## src/common/ppc_pkg.sv

```systemverilog
// Constants shared by the processor-port configuration control block.
// Assumes a 100 MHz system clock feeding every module of the block.
package ppc_pkg;
  // Register select values: command register and data/status register.
  localparam logic REG_SEL_CMD = 1'b0;
  localparam logic REG_SEL_STATUS = 1'b1;
  // Command byte layout.
  localparam int CMD_FUNC_LSB = 0;
  localparam int CMD_OUT_EN_BIT = 4;
  localparam int CMD_IN_EN_BIT = 5;
  localparam int CMD_OSC_DIS_BIT = 6;
  localparam int CMD_BOOST_BIT = 7;
  // Status byte layout.
  localparam int STAT_ID_ERR_BIT = 0;
  localparam int STAT_ROW_ERR_BIT = 1;
  localparam int STAT_BUSY_BIT = 2;
  localparam logic [4:0] STAT_RSVD_VALUE = 5'h00;
  // Function codes.
  localparam logic [3:0] FN_NOP = 4'h0;
  localparam logic [3:0] FN_RESET_DEVICE = 4'h1;
  localparam logic [3:0] FN_LOAD_CONFIG = 4'h2;
  localparam logic [3:0] FN_RESERVED_LOW = 4'h7;
  // Reset values of the command enables.
  localparam logic CMD_ENABLE_RESET = 1'b0;
  // Timing: configuration clock derived from the system clock.
  localparam int SYS_CLK_NS = 10;
  localparam int CFG_CLK_NS = 400;
  localparam int CFG_DIV = (CFG_CLK_NS + SYS_CLK_NS - 1) / SYS_CLK_NS;
  localparam logic [7:0] ROW_XFER_TICKS = 8'h08;
  localparam logic [7:0] RESET_TICKS = 8'h10;
endpackage

```

## src/common/ppc_tmr_if.sv

```systemverilog
// Link between the port controller and its configuration-clock busy timer.
// Assumes both ends share the system clock.
`timescale 1ns/1ns
`default_nettype none
interface ppc_tmr_if;
  logic start;
  logic [7:0] ticks;
  logic ext_sel;
  logic ext_clk;
  logic tick;
  logic busy;
  modport ctrl (output start, output ticks, output ext_sel, output ext_clk,
    input tick, input busy);
  modport tmr (input start, input ticks, input ext_sel, input ext_clk,
    output tick, output busy);
endinterface
`default_nettype wire

```

## src/design/ppc_busy_timer.sv

```systemverilog
// Configuration clock enable and busy interval counter.
// Assumes the external clock level is already synchronous to the system clock.
`timescale 1ns/1ns
`default_nettype none
module ppc_busy_timer
  import ppc_pkg::*;
(
  // Clock and reset.
  input wire logic clk_in,
  input wire logic nrst_in,
  // Controller side.
  ppc_tmr_if.tmr tif
);
  logic [6:0] div_reg;
  logic ext_prev_reg;
  logic [7:0] cnt_reg;
  logic int_tick;
  logic ext_tick;

  always_ff @(posedge clk_in or negedge nrst_in)
  begin
    if (!nrst_in)
      div_reg <= 7'h00;
    else if (div_reg == 7'(CFG_DIV - 1))
      div_reg <= 7'h00;
    else
      div_reg <= div_reg + 7'h01;
  end

  always_ff @(posedge clk_in or negedge nrst_in)
  begin
    if (!nrst_in)
      ext_prev_reg <= 1'b0;
    else
      ext_prev_reg <= tif.ext_clk;
  end

  assign int_tick = (div_reg == 7'(CFG_DIV - 1));
  assign ext_tick = tif.ext_clk & ~ext_prev_reg;
  assign tif.tick = tif.ext_sel ? ext_tick : int_tick;

  // The interval is counted only in configuration clock ticks.
  always_ff @(posedge clk_in or negedge nrst_in)
  begin
    if (!nrst_in)
      cnt_reg <= 8'h00;
    else if (tif.start)
      cnt_reg <= tif.ticks;
    else if (tif.tick && cnt_reg != 8'h00)
      cnt_reg <= cnt_reg - 8'h01;
  end

  assign tif.busy = (cnt_reg != 8'h00);
endmodule
`default_nettype wire

```

## src/design/ppc_port_ctrl.sv

```systemverilog
// Processor-port command and status control of the configuration interface.
// Assumes a synchronous byte-wide processor port and a configuration engine
// that reports row ends and check errors as one-cycle pulses.
//
// What this block does
// - Command bit 4 enables outputs, after inputs.
// - Command bit 5 enables inputs, if no error flagged.
// - Bit 6 stops oscillator only with external clock.
// - Status bit 0 wrong ID, bit 1 row check.
// - Status bit 2 mirrors the busy output.
// - Status bits 7 to 3 reserved, ignored.
// - Busy intervals counted in configuration clock cycles.
// - After an error, data writes are rejected.
`timescale 1ns/1ns
`default_nettype none
module ppc_port_ctrl
  import ppc_pkg::*;
(
  // Clock and reset.
  input wire logic SYS_CLK_IN,
  input wire logic NRST_IN,
  // Processor port.
  input wire logic CHIP_SEL_IN,
  input wire logic WRITE_IN,
  input wire logic READ_IN,
  input wire logic REGISTER_SELECT_IN,
  input wire logic [7:0] PROC_DATA_IN,
  output logic [7:0] PROC_DATA_OUT,
  output logic PROC_DATA_OE_N_OUT,
  output logic BUSY_OUT,
  // Clock selection.
  input wire logic EXT_CLK_SEL_IN,
  input wire logic EXT_CFG_CLK_IN,
  // Configuration engine.
  input wire logic ROW_END_IN,
  input wire logic ID_ERR_IN,
  input wire logic ROW_CHECK_ERR_IN,
  output logic [3:0] FUNC_CODE_OUT,
  output logic FUNC_STROBE_OUT,
  output logic [7:0] CFG_DATA_OUT,
  output logic CFG_DATA_STROBE_OUT,
  // Array controls.
  output logic USER_IN_EN_OUT,
  output logic USER_OUT_EN_OUT,
  output logic OSC_RUN_OUT,
  output logic BOOST_EN_OUT
);
  ppc_tmr_if tif ();

  logic cmd_wr;
  logic data_wr;
  logic stat_rd;
  logic err_any;
  logic fn_valid;
  logic data_ok;
  logic clear_err;
  logic in_en_reg;
  logic out_en_reg;
  logic osc_dis_reg;
  logic boost_reg;
  logic id_err_reg;
  logic row_err_reg;
  logic [3:0] func_reg;
  logic func_stb_reg;
  logic [7:0] cfg_data_reg;
  logic cfg_stb_reg;
  logic [7:0] rdata_reg;
  logic oe_n_reg;

  // Reserved function codes decode, used for the strobe and the checks.
  function automatic logic fn_reserved(input logic [3:0] code);
    fn_reserved = code[3] || (code == FN_RESERVED_LOW);
  endfunction

  assign cmd_wr = CHIP_SEL_IN && WRITE_IN && (REGISTER_SELECT_IN == REG_SEL_CMD);
  assign data_wr = CHIP_SEL_IN && WRITE_IN && (REGISTER_SELECT_IN == REG_SEL_STATUS);
  assign stat_rd = CHIP_SEL_IN && READ_IN && (REGISTER_SELECT_IN == REG_SEL_STATUS);
  assign err_any = id_err_reg || row_err_reg;
  assign fn_valid = !fn_reserved(PROC_DATA_IN[CMD_FUNC_LSB +: 4]);
  assign data_ok = data_wr && !err_any && !tif.busy;
  assign clear_err = cmd_wr && fn_valid &&
    (PROC_DATA_IN[CMD_FUNC_LSB +: 4] == FN_RESET_DEVICE ||
     PROC_DATA_IN[CMD_FUNC_LSB +: 4] == FN_LOAD_CONFIG);

  // Command enables decode from the upper nibble on every command write.
  always_ff @(posedge SYS_CLK_IN or negedge NRST_IN)
  begin
    if (!NRST_IN)
    begin
      out_en_reg <= CMD_ENABLE_RESET;
      osc_dis_reg <= CMD_ENABLE_RESET;
      boost_reg <= CMD_ENABLE_RESET;
    end
    else if (cmd_wr)
    begin
      out_en_reg <= PROC_DATA_IN[CMD_OUT_EN_BIT];
      osc_dis_reg <= PROC_DATA_IN[CMD_OSC_DIS_BIT];
      boost_reg <= PROC_DATA_IN[CMD_BOOST_BIT];
    end
  end

  // Inputs are enabled only by a command write made while no load error is flagged.
  always_ff @(posedge SYS_CLK_IN or negedge NRST_IN)
  begin
    if (!NRST_IN)
      in_en_reg <= CMD_ENABLE_RESET;
    else if (cmd_wr)
      in_en_reg <= PROC_DATA_IN[CMD_IN_EN_BIT] && !err_any;
  end

  // Outputs follow only once inputs have been enabled for a clock.
  always_ff @(posedge SYS_CLK_IN or negedge NRST_IN)
  begin
    if (!NRST_IN)
      USER_OUT_EN_OUT <= 1'b0;
    else
      USER_OUT_EN_OUT <= out_en_reg && in_en_reg;
  end

  assign USER_IN_EN_OUT = in_en_reg;
  assign OSC_RUN_OUT = !(osc_dis_reg && EXT_CLK_SEL_IN);
  assign BOOST_EN_OUT = boost_reg;

  // Function strobe is suppressed for reserved codes.
  always_ff @(posedge SYS_CLK_IN or negedge NRST_IN)
  begin
    if (!NRST_IN)
    begin
      func_reg <= FN_NOP;
      func_stb_reg <= 1'b0;
    end
    else
    begin
      func_stb_reg <= cmd_wr && fn_valid;
      if (cmd_wr && fn_valid)
        func_reg <= PROC_DATA_IN[CMD_FUNC_LSB +: 4];
    end
  end

  always_ff @(posedge SYS_CLK_IN or negedge NRST_IN)
  begin
    if (!NRST_IN)
    begin
      cfg_data_reg <= 8'h00;
      cfg_stb_reg <= 1'b0;
    end
    else
    begin
      cfg_stb_reg <= data_ok;
      if (data_ok)
        cfg_data_reg <= PROC_DATA_IN;
    end
  end

  // Sticky error flags; a new error wins over a clearing command.
  always_ff @(posedge SYS_CLK_IN or negedge NRST_IN)
  begin
    if (!NRST_IN)
    begin
      id_err_reg <= 1'b0;
      row_err_reg <= 1'b0;
    end
    else
    begin
      id_err_reg <= ID_ERR_IN || (id_err_reg && !clear_err);
      row_err_reg <= ROW_CHECK_ERR_IN || (row_err_reg && !clear_err);
    end
  end

  // Busy timing runs on the configuration clock.
  assign tif.start = (cmd_wr && fn_valid &&
    PROC_DATA_IN[CMD_FUNC_LSB +: 4] == FN_RESET_DEVICE) ||
    (data_ok && ROW_END_IN);
  assign tif.ticks = (cmd_wr && PROC_DATA_IN[CMD_FUNC_LSB +: 4] == FN_RESET_DEVICE) ?
    RESET_TICKS : ROW_XFER_TICKS;
  assign tif.ext_sel = EXT_CLK_SEL_IN;
  assign tif.ext_clk = EXT_CFG_CLK_IN;
  assign BUSY_OUT = tif.busy;

  ppc_busy_timer u_timer (
    .clk_in(SYS_CLK_IN),
    .nrst_in(NRST_IN),
    .tif(tif)
  );

  // Status read path.
  always_ff @(posedge SYS_CLK_IN or negedge NRST_IN)
  begin
    if (!NRST_IN)
    begin
      rdata_reg <= 8'h00;
      oe_n_reg <= 1'b1;
    end
    else
    begin
      oe_n_reg <= !stat_rd;
      if (stat_rd)
        rdata_reg <= {STAT_RSVD_VALUE, tif.busy, row_err_reg, id_err_reg};
    end
  end

  assign PROC_DATA_OUT = rdata_reg;
  assign PROC_DATA_OE_N_OUT = oe_n_reg;
  assign FUNC_CODE_OUT = func_reg;
  assign FUNC_STROBE_OUT = func_stb_reg;
  assign CFG_DATA_OUT = cfg_data_reg;
  assign CFG_DATA_STROBE_OUT = cfg_stb_reg;
endmodule
`default_nettype wire

```

## config.mk

```make
export PLATFORM = sky130hd
export DESIGN_NAME = ppc_port_ctrl
export DESIGN_NICKNAME = d
export VERILOG_FILES = /design/src/common/ppc_pkg.sv /design/src/common/ppc_tmr_if.sv /design/src/design/ppc_busy_timer.sv /design/src/design/ppc_port_ctrl.sv
export SDC_FILE = /design/constraint.sdc
export NUM_CORES = 1
export LEC_CHECK = 0
export ABC_AREA = 1
export BUFFER_PORTS_ARGS = -buffer_cell sky130_fd_sc_hd__buf_4
export CORE_MARGIN = 10
export CORE_UTILIZATION = 53
export DETAILED_ROUTE_END_ITERATION = 10
export GPL_ROUTABILITY_DRIVEN = 0
export GPL_TIMING_DRIVEN = 0
export PLACE_DENSITY = 0.79
export SKIP_CTS_REPAIR_TIMING = 1
export SYNTH_ARGS = -nofsm -noshare
export SYNTH_HDL_FRONTEND = slang
export SYNTH_HIERARCHICAL = 1
export SYNTH_SLANG_ARGS = --single-unit
```

## constraint.sdc

```tcl
create_clock -name SYS_CLK_IN -period 2.5 [get_ports SYS_CLK_IN]
set_input_delay 0.375 -clock SYS_CLK_IN [delete_from_list [all_inputs] [get_ports SYS_CLK_IN]]
set_output_delay 0.375 -clock SYS_CLK_IN [all_outputs]
set_load 0.05 [all_outputs]
```

### Word-level counts from Yosys, hierarchy flattened

Index checks and enable logic that the tools add are counted.
Widths: inputs -> output; s select.

| word-level totals | value |
|---|---|
| register bits | 41 |
| bits of input ports | 19 |
| output and inout port bits | 28 |
| word-level logic and storage cells | 62 |

| cells by class | value |
|---|---|
| add/sub/neg operators | 2 |
| eq/ne operators | 4 |
| mux-type cells | 5 |
| bitwise logic cells | 3 |
| reduce and logical (&&, ||, !) cells | 32 |

Operators by type and width:

| kind | number |
|---|---|
| $logic_and 1x1->1 | 18 |
| $mux 8 | 2 |
| $reduce_bool 8->1 | 1 |
| $sub 8x1->8 const B | 1 |
| $add 7x1->7 const B | 1 |
| $eq 7x6->1 const B | 1 |
| $mux 7 | 1 |
| $logic_not 1->1 | 6 |
| $logic_or 1x1->1 | 6 |
| $mux 5 | 1 |
| $eq 4x1->1 const B | 1 |
| $eq 4x2->1 const B | 1 |
| $eq 4x3->1 const B | 1 |
| $not 1->1 | 2 |
| $reduce_bool 2->1 | 1 |
| $and 1x1->1 | 1 |
| $mux 1 | 1 |

### Depth between registers and ports, before layout

| logic depth | value |
|---|---|
| depth in word-level cells | 8 |
| gate-level depth with buffers | 16 |
| mapped depth without buffers | 15 |

### Hierarchy

The synthesis kept the hierarchy.

Modules (own cells, without submodules):

| module | times used | cells an instance | area an instance (µm²) | seq. area each (µm²) |
|---|---|---|---|---|
| ppc_port_ctrl | 1 | 115 | 1083.5 | 626.9 |
| ppc_busy_timer | 1 | 129 | 960.9 | 400.4 |

### Worst setup path before layout

OpenSTA, ideal clock, no wires.

| path | value |
|---|---|
| kind | register -> register |
| start | reg u_timer.cnt_reg[0] |
| end | reg u_timer.cnt_reg[7] |
| setup time | 116 ps |
| data arrival time | 2064 ps |
| data required time | 2384 ps |
| path slack | 319 ps |
| stages on the path, launching flop included | 17 |
| buffers on the path | 1 |
| clock period less this slack | 2181 ps |
| cells stage by stage | dfrtp_1 > inv_1 > ha_1 > inv_1 > nor2_8 > nand3_4 > nor2_2 > nand3_2 > inv_2 > nand2_1 > o21ai_0 > inv_1 > buf_2 > nand3_1 > nand2_1 > nand2_1 > nand2_1 |

| between the ends | value |
|---|---|
| cells in the longest elaborated chain, start to end | 6 |
| elaborated cells between the ends (all ways) | 10 |
| those cells by class | add/sub (1); mux (2); reduce/logical (7) |

RTL lines:

| item | line | RTL |
|---|---|---|
| from (decl) | ppc_busy_timer.sv:16 | `logic [7:0] cnt_reg;` |
| from (signal assigned) | ppc_busy_timer.sv:48 | `cnt_reg <= tif.ticks;` |
| from (signal assigned) | ppc_busy_timer.sv:50 | `cnt_reg <= cnt_reg - 8'h01;` |
| $reduce_bool 8->1 (*) | ppc_busy_timer.sv:53 | `assign tif.busy = (cnt_reg != 8'h00);` |
| net BUSY_OUT | ppc_port_ctrl.sv:30 | `output logic BUSY_OUT,` |
| $logic_not 1->1 (*) | ppc_port_ctrl.sv:80 | `assign data_ok = data_wr && !err_any && !tif.busy;` |
| $logic_and 1x1->1 (*) | ppc_port_ctrl.sv:80 |  |
| net data_ok | ppc_port_ctrl.sv:55 | `logic data_ok;` |
| $logic_and 1x1->1 (*) | ppc_port_ctrl.sv:173 | `(data_ok && ROW_END_IN);` |
| $logic_or 1x1->1 (*) | ppc_port_ctrl.sv:172 | `PROC_DATA_IN[CMD_FUNC_LSB +: 4] == FN_RESET_DEVICE) \|\|` |
| net tif.start | ppc_tmr_if.sv:6 | `logic start;` |
| $mux 8 / $reduce_bool 2->1 (equally long branches) | -- |  |

The timed path passes the listed nets; every way through them passes the cells marked *. The select of a mux whose other input is x is not followed.
A chain may end at the register's enable or synchronous reset.

### Worst setup path after layout

| path | value |
|---|---|
| start | reg u_timer.cnt_reg[0] |
| end | reg u_timer.cnt_reg[7] |

| between the ends | value |
|---|---|
| cells in the longest elaborated chain, start to end | 6 |
| elaborated cells between the ends (all ways) | 10 |
| those cells by class | add/sub (1); mux (2); reduce/logical (7) |

RTL lines:

| item | line |
|---|---|
| $reduce_bool 8->1 (*) | ppc_busy_timer.sv:53 |
| $logic_not 1->1 (*) | ppc_port_ctrl.sv:80 |
| $logic_and 1x1->1 (*) | ppc_port_ctrl.sv:80 |
| net data_ok | ppc_port_ctrl.sv:55 |
| $logic_and 1x1->1 (*) | ppc_port_ctrl.sv:173 |
| $logic_or 1x1->1 (*) | ppc_port_ctrl.sv:172 |
| net tif.start | ppc_tmr_if.sv:6 |
| $mux 8 / $reduce_bool 2->1 (equally long branches) | -- |

Marked as above.

==> reports/results.tsv <==
metric	value	unit
vias_per_cell	4.72	
cap_violations	0	
reg2reg_from	u_timer/cnt_reg[0]$_DFFE_PN0P_	
ant_nets	0	
grt_pass1_wl	7.89	mm
drt-total-wl	4.55	mm
cts.sink_count	41	
drc	0	
slew_violations	0	
peakVddDrop	0.764	mV
rows	22	
vias	1679	
cts_tree	done	
hpwlAfterDp	3.31	mm
placed_area	2450	um2
worst-slew-pin-transition	511	ps
synth_edf_count	0	
p_leak	1.45	nW
area_delta_synth_final	27.1	%
hold_violations	0	
pre_cts_ws	123	ps
core-area	3690	um2
dieWidth	82.1	um
fin_setup_tns	0	ps
r2r-end	u_timer/cnt_reg[7]$_DFFE_PN0P_	
drive_above_1_share	28.9	%
grt.total_usage	15.0	%
cts_buffers	5	
grt_pass1_vias	1671	
cp-end-kind	flip-flop	
cp.arrival	2400	ps
critPathLaunchType	flip-flop	
r2r_slack	290	ps
layout_common_cells	73 x nand2_1, 51 x buf_4, 40 x dfrtp_1	
cts_root_buffer	clkbuf_8	
whs	45.4	ps
initial_utilization	55.4	%
critical_path_class	reg2reg	
yosysWarnings	6	
cts_buffer_depth	2	
final_cell_count_no_fill	356	
grt_max_degree	42	
overflow	0	
pwr_density_cell	801	nW/um2
design_area	2600	um2
drt_iter0_drc	100	
yosys.area.top_type_share	49.0	%
required	2690	ps
synth_top_area_cell	dfrtp_1	
final_common_cell	nand2_1	
wl_per_cell	12.8	um
synth_flop_cell	dfrtp_1	
syn_area	2040	um2
slew-limit-headroom	65.9	%
htreeDepth	2	
setup_viol	0	
insertion_delay	290	ps
fin_skew	6.02	ps
synth_seq_cells	41	
rsz0062_at_grt	no	
r2r_cells	16	
period_needed	2210	ps
status	finished, final reports clean	
crit_path_max_fanout	10	
avgSynthCellArea	8.38	um2
chipHeight	82.1	um
ys_types	29	
yosysSeqAreaShare	50.2	%
n_antenna_cell	0	
hold_class	in2async	
clk_pin_slew_worst_paths	80	ps
max_freq	0.452	GHz
syn-instance-count	244	
port_buffers	41	
layout_setup_ws	287	ps
dr.pass1.iters	4	
finalCritPeriodShare	88.5	%
antenna_found_initial	0	
nets	328	
die-area	6740	um2
ys_async_sr_fraction	100	%
synthTopCellsByArea	dfrtp_1 49%, nand2_1 13%, inv_1 5.1%	
io_pins	47	
dp_cells	343	
fillerInstances	320	
==> power breakdown <==
| part | switching (W) | leakage (nW) | internal [W] |
|---|---|---|---|
| Sequential | 0.0000849 | 0.520 | 0.000750 |
| Clock | 0.000230 | 0.0552 | 0.000296 |
| Combinational | 0.000460 | 0.874 | 0.000259 |
==> worst max-delay path by stage <==
stage                                         startpoint                             end  slack, ps  depth (start not counted)
after CTS                 u_timer/cnt_reg[0]$_DFFE_PN0P_  u_timer/cnt_reg[0]$_DFFE_PN0P_         50                         14
after detailed placement  u_timer/cnt_reg[0]$_DFFE_PN0P_  u_timer/cnt_reg[0]$_DFFE_PN0P_        120                         14
after global routing      u_timer/cnt_reg[0]$_DFFE_PN0P_  u_timer/cnt_reg[7]$_DFFE_PN0P_         50                         16
after floorplan           u_timer/cnt_reg[0]$_DFFE_PN0P_  u_timer/cnt_reg[7]$_DFFE_PN0P_        320                         16
after global placement    u_timer/cnt_reg[0]$_DFFE_PN0P_  u_timer/cnt_reg[4]$_DFFE_PN0P_        180                         15
final                     u_timer/cnt_reg[0]$_DFFE_PN0P_  u_timer/cnt_reg[7]$_DFFE_PN0P_        290                         16
==> metal layers <==
layer | part of all wire (%) | GRT usage (%) | up-vias
li1 | - | - | 870
met1 | 43 | 18.3 | 760
met2 | 48 | 24.2 | 38
met3 | 7.4 | 4.86 | 11
met4 | 1.7 | 5.44 | 0
met5 | 0 | 0 | -
==> stage by stage <==
stage | util (%) | power, W
after floorplan | - | 0.00136
after global placement | 66.4 | 0.00152
after detailed placement | 66.4 | 0.00153
after CTS | 69.3 | 0.00207
after global routing | 70.5 | 0.00224
final | 70.5 | 0.00208
==> worst max-delay path, stage by stage, from the launching register on <==
cell and delay, ps:
dfrtp_1 400, inv_1 90, ha_1 170, inv_1 100, nor2_8 140, nand3_4 130
nor2_2 140, nand3_2 130, inv_2 90, nand2_1 50, o21ai_1 120, inv_2 110
clkbuf_4 200, nand3_1 100, nand2_1 50, nand2_1 50, nand2_1 50
==> cell type report <==
| type | count | area [um2] | share of cell area [%] |
|---|---|---|---|
| Timing Repair Buffer | 46 | 345 | 13.3 |
| Sequential cell | 41 | 1030 | 39.5 |
| Inverter | 33 | 129 | 4.96 |
| Tap cell | 48 | 60.1 | 2.31 |
| Clock buffer | 6 | 72.6 | 2.79 |
| Multi-Input combinational cell | 171 | 857 | 33.0 |
| Buffer | 9 | 72.6 | 2.79 |
| Clock inverter | 2 | 35.0 | 1.35 |
==> cells by family (layout without fill, tap and decap cells) <==
family                   Yosys count  count (layout)  synth area share, %
AND/OR/NAND/NOR                  129             129                 30.0
buffers and inverters             42              96                 9.67
flip-flops                        41              41                 50.2
AO/OA/AOI/OAI                     27              27                 7.77
adder cells (fa/ha/maj)            2               2                 1.22
XOR/XNOR                           2               2                0.857
other                              1              11                0.183
==> synth_stat cells (3+ instances only) <==
library cell,instances
nand2_1,73
dfrtp_1,40
inv_2,4
inv_1,28
nand2_4,3
buf_4,5
o21ai_2,5
nand2_2,4
nand3_1,20
a21oi_1,6
nor2_1,16
o21ai_0,14
Note: power is estimated with default switching activity, not from simulation.
